<file path="src/logic/timer_pkg.sv">
// constants for the 8-bit timer/event counter and its port direction bits
package timer_pkg;

	// ------------------------------------------------------------------
	// register addresses
	// ------------------------------------------------------------------
	localparam logic [15:0] ADDR_PORT1_DIR = 16'hFF21;
	localparam logic [15:0] ADDR_PORT3_DIR = 16'hFF23;
	localparam logic [15:0] ADDR_MODE_CTRL = 16'hFF43;
	localparam logic [15:0] ADDR_CLK_SEL = 16'hEE8C;
	localparam logic [15:0] ADDR_COMPARE = 16'hFF42;

	// ------------------------------------------------------------------
	// field positions of the mode control and clock select registers, and port 3 direction width
	// ------------------------------------------------------------------
	localparam int MODE_ENABLE_BIT = 7;
	localparam int MODE_PWM_BIT = 6;
	localparam int MODE_SET_BIT = 3;
	localparam int MODE_RESET_BIT = 2;
	localparam int MODE_POL_BIT = 1;
	localparam int MODE_OE_BIT = 0;
	localparam int CLK_SEL_LSB = 0;
	localparam int CLK_SEL_W = 3;
	localparam int PORT3_DIR_W = 4;

	// ------------------------------------------------------------------
	// values after reset
	// ------------------------------------------------------------------
	localparam logic [7:0] RST_PORT_DIR = 8'hFF;
	localparam logic [7:0] RST_TIMER_REG = 8'h00;
	localparam logic [3:0] PORT3_FIXED_HIGH = 4'hF;

	// ------------------------------------------------------------------
	// count clock selection codes
	// ------------------------------------------------------------------
	localparam logic [2:0] SEL_EDGE_FALL = 3'h0;
	localparam logic [2:0] SEL_EDGE_RISE = 3'h1;
	localparam logic [2:0] SEL_DIV1 = 3'h2;
	localparam logic [2:0] SEL_DIV2 = 3'h3;
	localparam logic [2:0] SEL_DIV16 = 3'h4;
	localparam logic [2:0] SEL_DIV64 = 3'h5;
	localparam logic [2:0] SEL_DIV256 = 3'h6;
	localparam logic [2:0] SEL_DIV4096 = 3'h7;
	localparam int PRESCALE_W = 12;
	localparam logic [7:0] COUNT_MAX = 8'hFF;

	// pin that carries the timer output: 0 = port 1 bit 7, 1 = port 3 bit 3
	localparam int PIN_ON_PORT1 = 0;
	localparam int PIN_ON_PORT3 = 1;
	localparam int PORT1_TIMER_BIT = 7;
	localparam int PORT3_TIMER_BIT = 3;

	typedef enum logic [1:0] {PH_WAIT, PH_ACTIVE, PH_IDLE} pwmPhase_t;

endpackage

</file>
<file path="src/logic/timer_event_counter.sv">
// 8-bit timer/event counter with compare, square wave, PWM and pin direction
// Notes on behaviour
// - clear mode: count equal compare clears to zero, counts on, interrupts.
// - count clock comes from bits 0 to 2 of clock select register.
// - interval timer repeats interrupts every compare plus one count clocks.
// - mode set while stopped, enable starts; interrupts repeat until cleared.
// - event mode counts each selected rising or falling event pin edge.
// - direction bit zero drives the pin, one turns the buffer off.
// - port 3 direction keeps bits 0 to 3; bits 7 to 4 read one.
// - square mode toggles output flip-flop on each match and clears counter.
// - square frequency is one over two periods times compare plus one.
// - set and reset bits give initial high or low square level.
// - mode bit 6 selects PWM; bit 0 gates the output.
// - PWM compare sets active width; bit 1 picks active low polarity.
// - PWM inactive until first overflow, active until match, then inactive.
// - clearing enable in PWM mode drives the output inactive.
// - PWM cycle 256 count clocks, active width N, duty N over 256.
// - PWM compare written while running loads at next overflow.
// - output enable zero holds the timer output low.
// - set and reset bits are write only and read zero.
// - first match after start may come up to one count clock early.
`timescale 1ns/1ps
module timer_event_counter #(
	parameter int PIN_PORT = timer_pkg::PIN_ON_PORT1
) (
	input wire logic clk_sys,
	input wire logic nrst,
	input wire logic ce,
	input wire logic [15:0] regAddr,
	input wire logic [7:0] regWdata,
	input wire logic regWr,
	input wire logic regRd,
	output logic [7:0] regRdata,
	input wire logic eventPin,
	output logic timerPinOut,
	output logic timerPinOe,
	output logic matchIrq,
	output logic [7:0] port1Dir,
	output logic [timer_pkg::PORT3_DIR_W-1:0] port3Dir
);
	import timer_pkg::*;

	// ------------------------------------------------------------------
	// state
	// ------------------------------------------------------------------
	logic [7:0] count_q, count_d;
	logic [7:0] cmpBuf_q, cmpBuf_d;
	logic [7:0] cmpAct_q, cmpAct_d;
	logic [2:0] clkSel_q, clkSel_d;
	logic enable_q, enable_d;
	logic pwm_q, pwm_d;
	logic pol_q, pol_d;
	logic oe_q, oe_d;
	logic ff_q, ff_d;
	pwmPhase_t phase_q, phase_d;
	logic irq_q, irq_d;
	logic out_q, out_d;
	logic pinOe_q, pinOe_d;
	logic [7:0] rdata_q, rdata_d;
	logic [7:0] p1Dir_q, p1Dir_d;
	logic [PORT3_DIR_W-1:0] p3Dir_q, p3Dir_d;
	logic tick;
	logic wrMode, wrSel, wrCmp;

	function automatic logic pinLevel(input logic oe, input logic pwm,
		input pwmPhase_t ph, input logic pol, input logic ff);
		if (!oe)
			pinLevel = 1'b0;
		else if (pwm)
			pinLevel = (ph == PH_ACTIVE) ^ pol;
		else
			pinLevel = ff;
	endfunction

	// ------------------------------------------------------------------
	// count clock
	// ------------------------------------------------------------------
	count_tick_gen u_tick (
		.clk_sys(clk_sys),
		.nrst(nrst),
		.ce(ce),
		.clkSel(clkSel_q),
		.eventPin(eventPin),
		.tick(tick)
	);

	assign wrMode = regWr && (regAddr == ADDR_MODE_CTRL);
	assign wrSel = regWr && (regAddr == ADDR_CLK_SEL);
	assign wrCmp = regWr && (regAddr == ADDR_COMPARE);

	// ------------------------------------------------------------------
	// next state
	// ------------------------------------------------------------------
	always_comb begin
		count_d = count_q;
		cmpBuf_d = cmpBuf_q;
		cmpAct_d = cmpAct_q;
		clkSel_d = clkSel_q;
		enable_d = enable_q;
		pwm_d = pwm_q;
		pol_d = pol_q;
		oe_d = oe_q;
		ff_d = ff_q;
		phase_d = phase_q;
		irq_d = 1'b0;
		p1Dir_d = p1Dir_q;
		p3Dir_d = p3Dir_q;
		rdata_d = rdata_q;

		// counting; prescaler runs free, so start is not aligned
		if (enable_q && tick) begin
			if (pwm_q) begin
				count_d = count_q + 8'h01;
				if (count_q == COUNT_MAX) begin
					cmpAct_d = cmpBuf_q;
					phase_d = (cmpBuf_q == 8'h00) ? PH_IDLE : PH_ACTIVE;
				end else if (phase_q == PH_ACTIVE && count_d == cmpAct_q) begin
					phase_d = PH_IDLE;
					irq_d = 1'b1;
				end
			end else if (count_q == cmpAct_q) begin
				count_d = 8'h00;
				irq_d = 1'b1;
				if (pol_q)
					ff_d = ~ff_q;
			end else begin
				count_d = count_q + 8'h01;
			end
		end

		// register writes
		if (wrMode) begin
			enable_d = regWdata[MODE_ENABLE_BIT];
			pwm_d = regWdata[MODE_PWM_BIT];
			pol_d = regWdata[MODE_POL_BIT];
			oe_d = regWdata[MODE_OE_BIT];
			if (!regWdata[MODE_PWM_BIT]) begin
				if (regWdata[MODE_SET_BIT] && !regWdata[MODE_RESET_BIT])
					ff_d = 1'b1;
				else if (regWdata[MODE_RESET_BIT] && !regWdata[MODE_SET_BIT])
					ff_d = 1'b0;
			end
		end
		if (wrSel)
			clkSel_d = regWdata[CLK_SEL_LSB +: CLK_SEL_W];
		if (wrCmp) begin
			cmpBuf_d = regWdata;
			if (!pwm_q || !enable_q)
				cmpAct_d = regWdata;
		end
		if (regWr && regAddr == ADDR_PORT1_DIR)
			p1Dir_d = regWdata;
		if (regWr && regAddr == ADDR_PORT3_DIR)
			p3Dir_d = regWdata[PORT3_DIR_W-1:0];

		// stopped counter is held cleared
		if (!enable_d) begin
			count_d = 8'h00;
			phase_d = PH_WAIT;
		end

		if (regRd) begin
			unique case (regAddr)
				ADDR_PORT1_DIR: rdata_d = p1Dir_q;
				ADDR_PORT3_DIR: rdata_d = {PORT3_FIXED_HIGH, p3Dir_q};
				ADDR_MODE_CTRL: rdata_d = {enable_q, pwm_q, 4'h0, pol_q,
					oe_q};
				ADDR_CLK_SEL: rdata_d = {5'h00, clkSel_q};
				ADDR_COMPARE: rdata_d = cmpBuf_q;
				default: rdata_d = 8'h00;
			endcase
		end

		out_d = pinLevel(oe_d, pwm_d, phase_d, pol_d, ff_d);
		if (PIN_PORT == PIN_ON_PORT3)
			pinOe_d = ~p3Dir_d[PORT3_TIMER_BIT];
		else
			pinOe_d = ~p1Dir_d[PORT1_TIMER_BIT];
	end

	// ------------------------------------------------------------------
	// registers
	// ------------------------------------------------------------------
	always_ff @(posedge clk_sys) begin
		if (!nrst) begin
			count_q <= RST_TIMER_REG;
			cmpBuf_q <= RST_TIMER_REG;
			cmpAct_q <= RST_TIMER_REG;
			clkSel_q <= 3'h0;
			enable_q <= 1'b0;
			pwm_q <= 1'b0;
			pol_q <= 1'b0;
			oe_q <= 1'b0;
			ff_q <= 1'b0;
			phase_q <= PH_WAIT;
			irq_q <= 1'b0;
			out_q <= 1'b0;
			pinOe_q <= 1'b0;
			rdata_q <= 8'h00;
			p1Dir_q <= RST_PORT_DIR;
			p3Dir_q <= PORT3_FIXED_HIGH;
		end else if (ce) begin
			count_q <= count_d;
			cmpBuf_q <= cmpBuf_d;
			cmpAct_q <= cmpAct_d;
			clkSel_q <= clkSel_d;
			enable_q <= enable_d;
			pwm_q <= pwm_d;
			pol_q <= pol_d;
			oe_q <= oe_d;
			ff_q <= ff_d;
			phase_q <= phase_d;
			irq_q <= irq_d;
			out_q <= out_d;
			pinOe_q <= pinOe_d;
			rdata_q <= rdata_d;
			p1Dir_q <= p1Dir_d;
			p3Dir_q <= p3Dir_d;
		end
	end

	assign regRdata = rdata_q;
	assign timerPinOut = out_q;
	assign timerPinOe = pinOe_q;
	assign matchIrq = irq_q;
	assign port1Dir = p1Dir_q;
	assign port3Dir = p3Dir_q;
endmodule

</file>
<file path="src/logic/count_tick_gen.sv">
// count clock generator: prescaled main clock or event pin edge
`timescale 1ns/1ps
module count_tick_gen (
	input wire logic clk_sys,
	input wire logic nrst,
	input wire logic ce,
	input wire logic [2:0] clkSel,
	input wire logic eventPin,
	output logic tick
);
	import timer_pkg::*;

	logic [PRESCALE_W-1:0] pre_q, pre_d;
	logic prev_q, prev_d;
	logic tick_q, tick_d;

	function automatic logic [PRESCALE_W-1:0] divMask(input logic [2:0] s);
		unique case (s)
			SEL_DIV2: divMask = 12'h001;
			SEL_DIV16: divMask = 12'h00F;
			SEL_DIV64: divMask = 12'h03F;
			SEL_DIV256: divMask = 12'h0FF;
			SEL_DIV4096: divMask = 12'hFFF;
			default: divMask = 12'h000;
		endcase
	endfunction

	always_comb begin
		pre_d = pre_q + 12'h001;
		prev_d = eventPin;
		unique case (clkSel)
			SEL_EDGE_FALL: tick_d = prev_q & ~eventPin;
			SEL_EDGE_RISE: tick_d = ~prev_q & eventPin;
			default: tick_d = ((pre_q & divMask(clkSel)) == 12'h000);
		endcase
	end

	always_ff @(posedge clk_sys) begin
		if (!nrst) begin
			pre_q <= '0;
			prev_q <= 1'b0;
			tick_q <= 1'b0;
		end else if (ce) begin
			pre_q <= pre_d;
			prev_q <= prev_d;
			tick_q <= tick_d;
		end
	end

	assign tick = tick_q;

endmodule

</file>
<file path="config.mk">
export PLATFORM = sky130hd
export DESIGN_NAME = timer_event_counter
export DESIGN_NICKNAME = d
export VERILOG_FILES = /design/src/logic/timer_pkg.sv /design/src/logic/timer_event_counter.sv /design/src/logic/count_tick_gen.sv
export SDC_FILE = /design/constraint.sdc
export NUM_CORES = 1
export LEC_CHECK = 0
export ABC_AREA = 1
export BUFFER_PORTS_ARGS = -buffer_cell sky130_fd_sc_hd__buf_2
export CAP_MARGIN = 20
export CELL_PAD_IN_SITES_DETAIL_PLACEMENT = 1
export CELL_PAD_IN_SITES_GLOBAL_PLACEMENT = 1
export CORE_ASPECT_RATIO = 0.7
export CORE_MARGIN = 2
export CORE_UTILIZATION = 37
export DETAILED_ROUTE_END_ITERATION = 10
export GPL_TIMING_DRIVEN = 0
export PLACE_DENSITY_LB_ADDON = 0.1
export SLEW_MARGIN = 5
export SYNTH_ARGS = -nofsm -noshare
export SYNTH_HDL_FRONTEND = slang
export SYNTH_SLANG_ARGS = --single-unit
</file>
<file path="constraint.sdc">
create_clock -name clk_sys -period 1.8 [get_ports clk_sys]
set_input_delay 0.36 -clock clk_sys [delete_from_list [all_inputs] [get_ports clk_sys]]
set_output_delay 0.36 -clock clk_sys [all_outputs]
set_load 0.005 [all_outputs]
</file>
==> metrics.md <==
| Metric | Value |
|---|---|
| Top layer in use | met4 |
| Number of synthesized flops with an enable pin | 0 |
| Clock Sinks | 71 |
| Relative slew margins | 0.5244 |
| TritonCTS clock tree | yes |
| Type of element launching the critical path | flip-flop |
| Critical Path RT | 2.01 ns |
| Total number of yosys warnings | 0 |
| Result of the run | complete, but fails checks |
| Setup-violating endpoint count in the final report | 10 |
| CTS Root Buffer Type | clkbuf_16 |
| Initial DRC Count | 231 |
| Power Density | 750.4 nW/um^2 |
| Share of flip-flops with an asynchronous set or reset after synthesis | 0 |
| Routed vias/inst | 5.341 |
| Sum of routed wire length over all layers | 14.17 mm |
| Pin count of the biggest net entering global routing | 13 |
| Number of standard cells after synthesis | 587 |
| Area of the mapped netlist | 4003 sq um |
| IO Pins | 53 |
| # hold bufs at CTS | 0 |
| Die boundary width | 128.3 um |
| PnR worst setup slack | -0.1304 ns |
| Num CTS Buffers | 9 |
| Relative area change from synthesis to final layout | 33.85% |
| Count of input and output buffers | 51 |
| Final-report hold violation count | 0 |
| Violated checks | setup timing |
| Post-Place Worst Slack | -0.4531 ns |
| Antenna violations before repair | 0 |
| Die Outline Area | 11680 sq um |
| Final worst hold slack | 0.3434 ns |
| CTS H-Tree Depth | 3 |
| Avg WL per Cell | 17.49 um |
| DR WL met3 | 685 um |
| Insertion delay of the later-clocked pin in the worst-skew pair | 0.34 ns |
| Class of the tightest hold or removal check | in2reg |
| Grt ovf | 0 |
| Height of the die | 91.02 um |
| Synth Area per Inst | 6.819 sq um |
| Unrepaired setup endpoints after global routing | yes |
| Aggregate global-route resource usage | 0.2457 |
| Final antenna-violating net count | 0 |
| Top flip-flop cell by instance count after synthesis | dfxtp_1 |
| Critical path peak fanout | 5 |
| Final Cycle Share | 1.072 |
| Min Tclk post-route | 1.930 ns |
| Routed wire length on met2 | 6.279 mm |
| Final layout net count | 705 |
| Clk buf depth | 2 |
| Filler Cells Inserted | 1357 |
| Number of distinct library cells after synthesis | 50 |
| Critical path class | reg2reg |
| Actual transition at the worst max-transition pin | 0.7134 ns |
| Final Wtd Congestion | 0.9154 |
| Total inserted antenna cells | 0 |
| Wire length of the first global-routing pass | 22.15 mm |
| Wire length the detailed router placed on met1 | 7.015 mm |
| Starting density of the core | 0.3836 |
| Iteration count of the initial detailed-routing pass | 4 |
| Number of global-route vias before repair | 4378 |
| Arrival time of data at the critical path endpoint | 2.14 ns |
| Number of rows created at floorplan | 31 |
| Core area | 10430 sq um |
| Final max-slew violation count | 0 |
| Standby leakage power | 2.234 nW |
| Count of max-cap constraint violations | 0 |
| Setup Skew | 0.009989 ns |
| Maximum vdd drop | 0.0004639 V |
| Clock Pin Slew Worst Setup and Hold Paths | 0.06 ns |
| Mapped Nets | 619 |
| Residual DRC | 0 |
| Sequential element share of the synthesized area | 0.3551 |
| Max Fclk | 518.0 MHz |
| Via count | 4326 |
| Kind of end point of the critical path | flip-flop |
| Ratio of cells with drive above 1 in the final layout | 0.2979 |
| Register bit count reported by yosys | 71 |
| Sum of net half-perimeters after detailed placement | 10.52 mm |
==> Yosys cell counts, drive strengths merged, types with 2 or more instances <==
cell type,instances,area (sq um)
nor2,47,219.0
o2111ai,4,35.03
nand4,10,77.57
o22ai,4,25.02
clkbuf,12,45.04
nand3,41,222.7
dfxtp,71,1421
a211oi,2,15.01
nor3,10,71.32
inv,81,304.0
nor4,5,31.28
nand2,154,585.6
a221oi,2,17.52
a21oi,54,292.8
buf,7,51.29
ha,2,25.02
o211ai,30,235.2
xor2,3,26.28
or2,2,12.51
o21ai,34,185.2
==> path summary, 6_finish.rpt <==
check | to | cells after the start | slack, ns | from
hold / removal | cmpAct_q[0]$_SDFFE_PN0P_ | 3 | 0.34 | regWdata[0]
setup reg to reg | timerPinOut$_SDFFE_PN0P_ | 14 | -0.13 | count_q[1]$_SDFFE_PN0P_
hold reg to reg | regRdata[7]$_SDFFE_PN0P_ | 2 | 0.46 | regRdata[7]$_SDFFE_PN0P_
setup / recovery | timerPinOut$_SDFFE_PN0P_ | 14 | -0.13 | count_q[1]$_SDFFE_PN0P_
==> power breakdown <==
group	internal, mW	leakage (nW)	switching (mW)	total, mW
sequential	1.59	0.582	0.0355	1.63
clock	1.25	0.156	0.715	1.97
combinational	0.161	1.50	0.266	0.427
==> per-layer routing <==
layer / global-route usage / up-vias
met3: 0.06953 / 17
li1: - / 2135
met1: 0.3407 / 2103
met2: 0.3701 / 71
met5: 0 / -
met4: 0.07143 / 0
==> critical path: stages, from the launching register on <==
cell and delay (ns):
dfxtp_4 0.38, ha_4 0.18, nand2_8 0.08, o21bai_4 0.15, nand2_1 0.09, nor2_1 0.13, nor2_2 0.06, nand3_2 0.11
nand2_1 0.08, a21oi_2 0.19, nand2_1 0.07, nand2_1 0.06, nand3_1 0.06, nand2_1 0.09, a21oi_1 0.07
==> timing repair <==
action / 4_1_cts / 5_1_grt
cloned: 1 / 1
resized for setup: 43 / 79
setup endpoints to repair: 21 / 45
pin swaps: 16 / 28
setup buffers: 11 / 12
==> final cells by class <==
class	instances	area, sq um	area share
Clock buffer	11	242.7	0.04531
Clock inverter	5	81.33	0.01518
Tap cell	132	165.2	0.03083
Timing Repair Buffer	76	521.8	0.09738
Multi-Input combinational cell	415	2459	0.4589
Inverter	82	327.8	0.06119
Buffer	18	106.4	0.01985
Sequential cell	71	1454	0.2714
==> cells in the final DEF, fill, tap and decap left out, types with 9 or more instances in the layout <==
cell type / Yosys / layout
clkbuf_16: 0 / 10
a21oi_1: 50 / 45
nand2_2: 3 / 13
buf_4: 2 / 24
nand2_1: 151 / 135
inv_2: 7 / 10
o21ai_0: 28 / 25
o211ai_1: 28 / 28
clkbuf_1: 12 / 12
nand4_1: 9 / 9
inv_1: 74 / 65
nor2_4: 4 / 10
dfxtp_1: 71 / 59
nor2_1: 38 / 29
buf_2: 2 / 44
nand3_1: 39 / 35
buf_6: 2 / 10
==> kinds of logic after synthesis <==
kind of cell    synth area share
compound gates            0.2113
xor+xnor                 0.01438
fa+ha+maj               0.006251
buf+inv                   0.1010
flops                     0.3551
simple gates              0.3120
==> per-stage QoR <==
| stage | total power, mW | cell area, sq um | cells | util | setup TNS, ns |
|---|---|---|---|---|---|
| floorplan | 1.854 | 4006 | 587 | - | 0 |
| global placement | 1.976 | 4427 | 770 | 0.4243 | -9.807 |
| detailed placement | 1.988 | 4427 | 770 | 0.4243 | -13.13 |
| CTS | 3.964 | 4951 | 797 | 0.4745 | -0.1263 |
| finish | 4.020 | 5358 | 810 | 0.5135 | -0.3104 |
| global route | 4.175 | 5358 | 810 | 0.5135 | -2.162 |
==> registers in the layout, summed over array words and instances, names as in the netlist <==
| register | cells |
|---|---|
| clkSel_q | 3 |
| u_tick.tick | 1 |
| count_q | 8 |
| port3Dir | 4 |
| port1Dir | 8 |
| u_tick.prev_q | 1 |
| matchIrq | 1 |
| pol_q | 1 |
| cmpAct_q | 8 |
| cmpBuf_q | 8 |
| timerPinOe | 1 |
| ff_q | 1 |
| enable_q | 1 |
| pwm_q | 1 |
| timerPinOut | 1 |
| regRdata | 8 |
| phase_q | 2 |
| u_tick.pre_q | 12 |
| oe_q | 1 |
No activity file was read; power rests on OpenSTA's default activity.
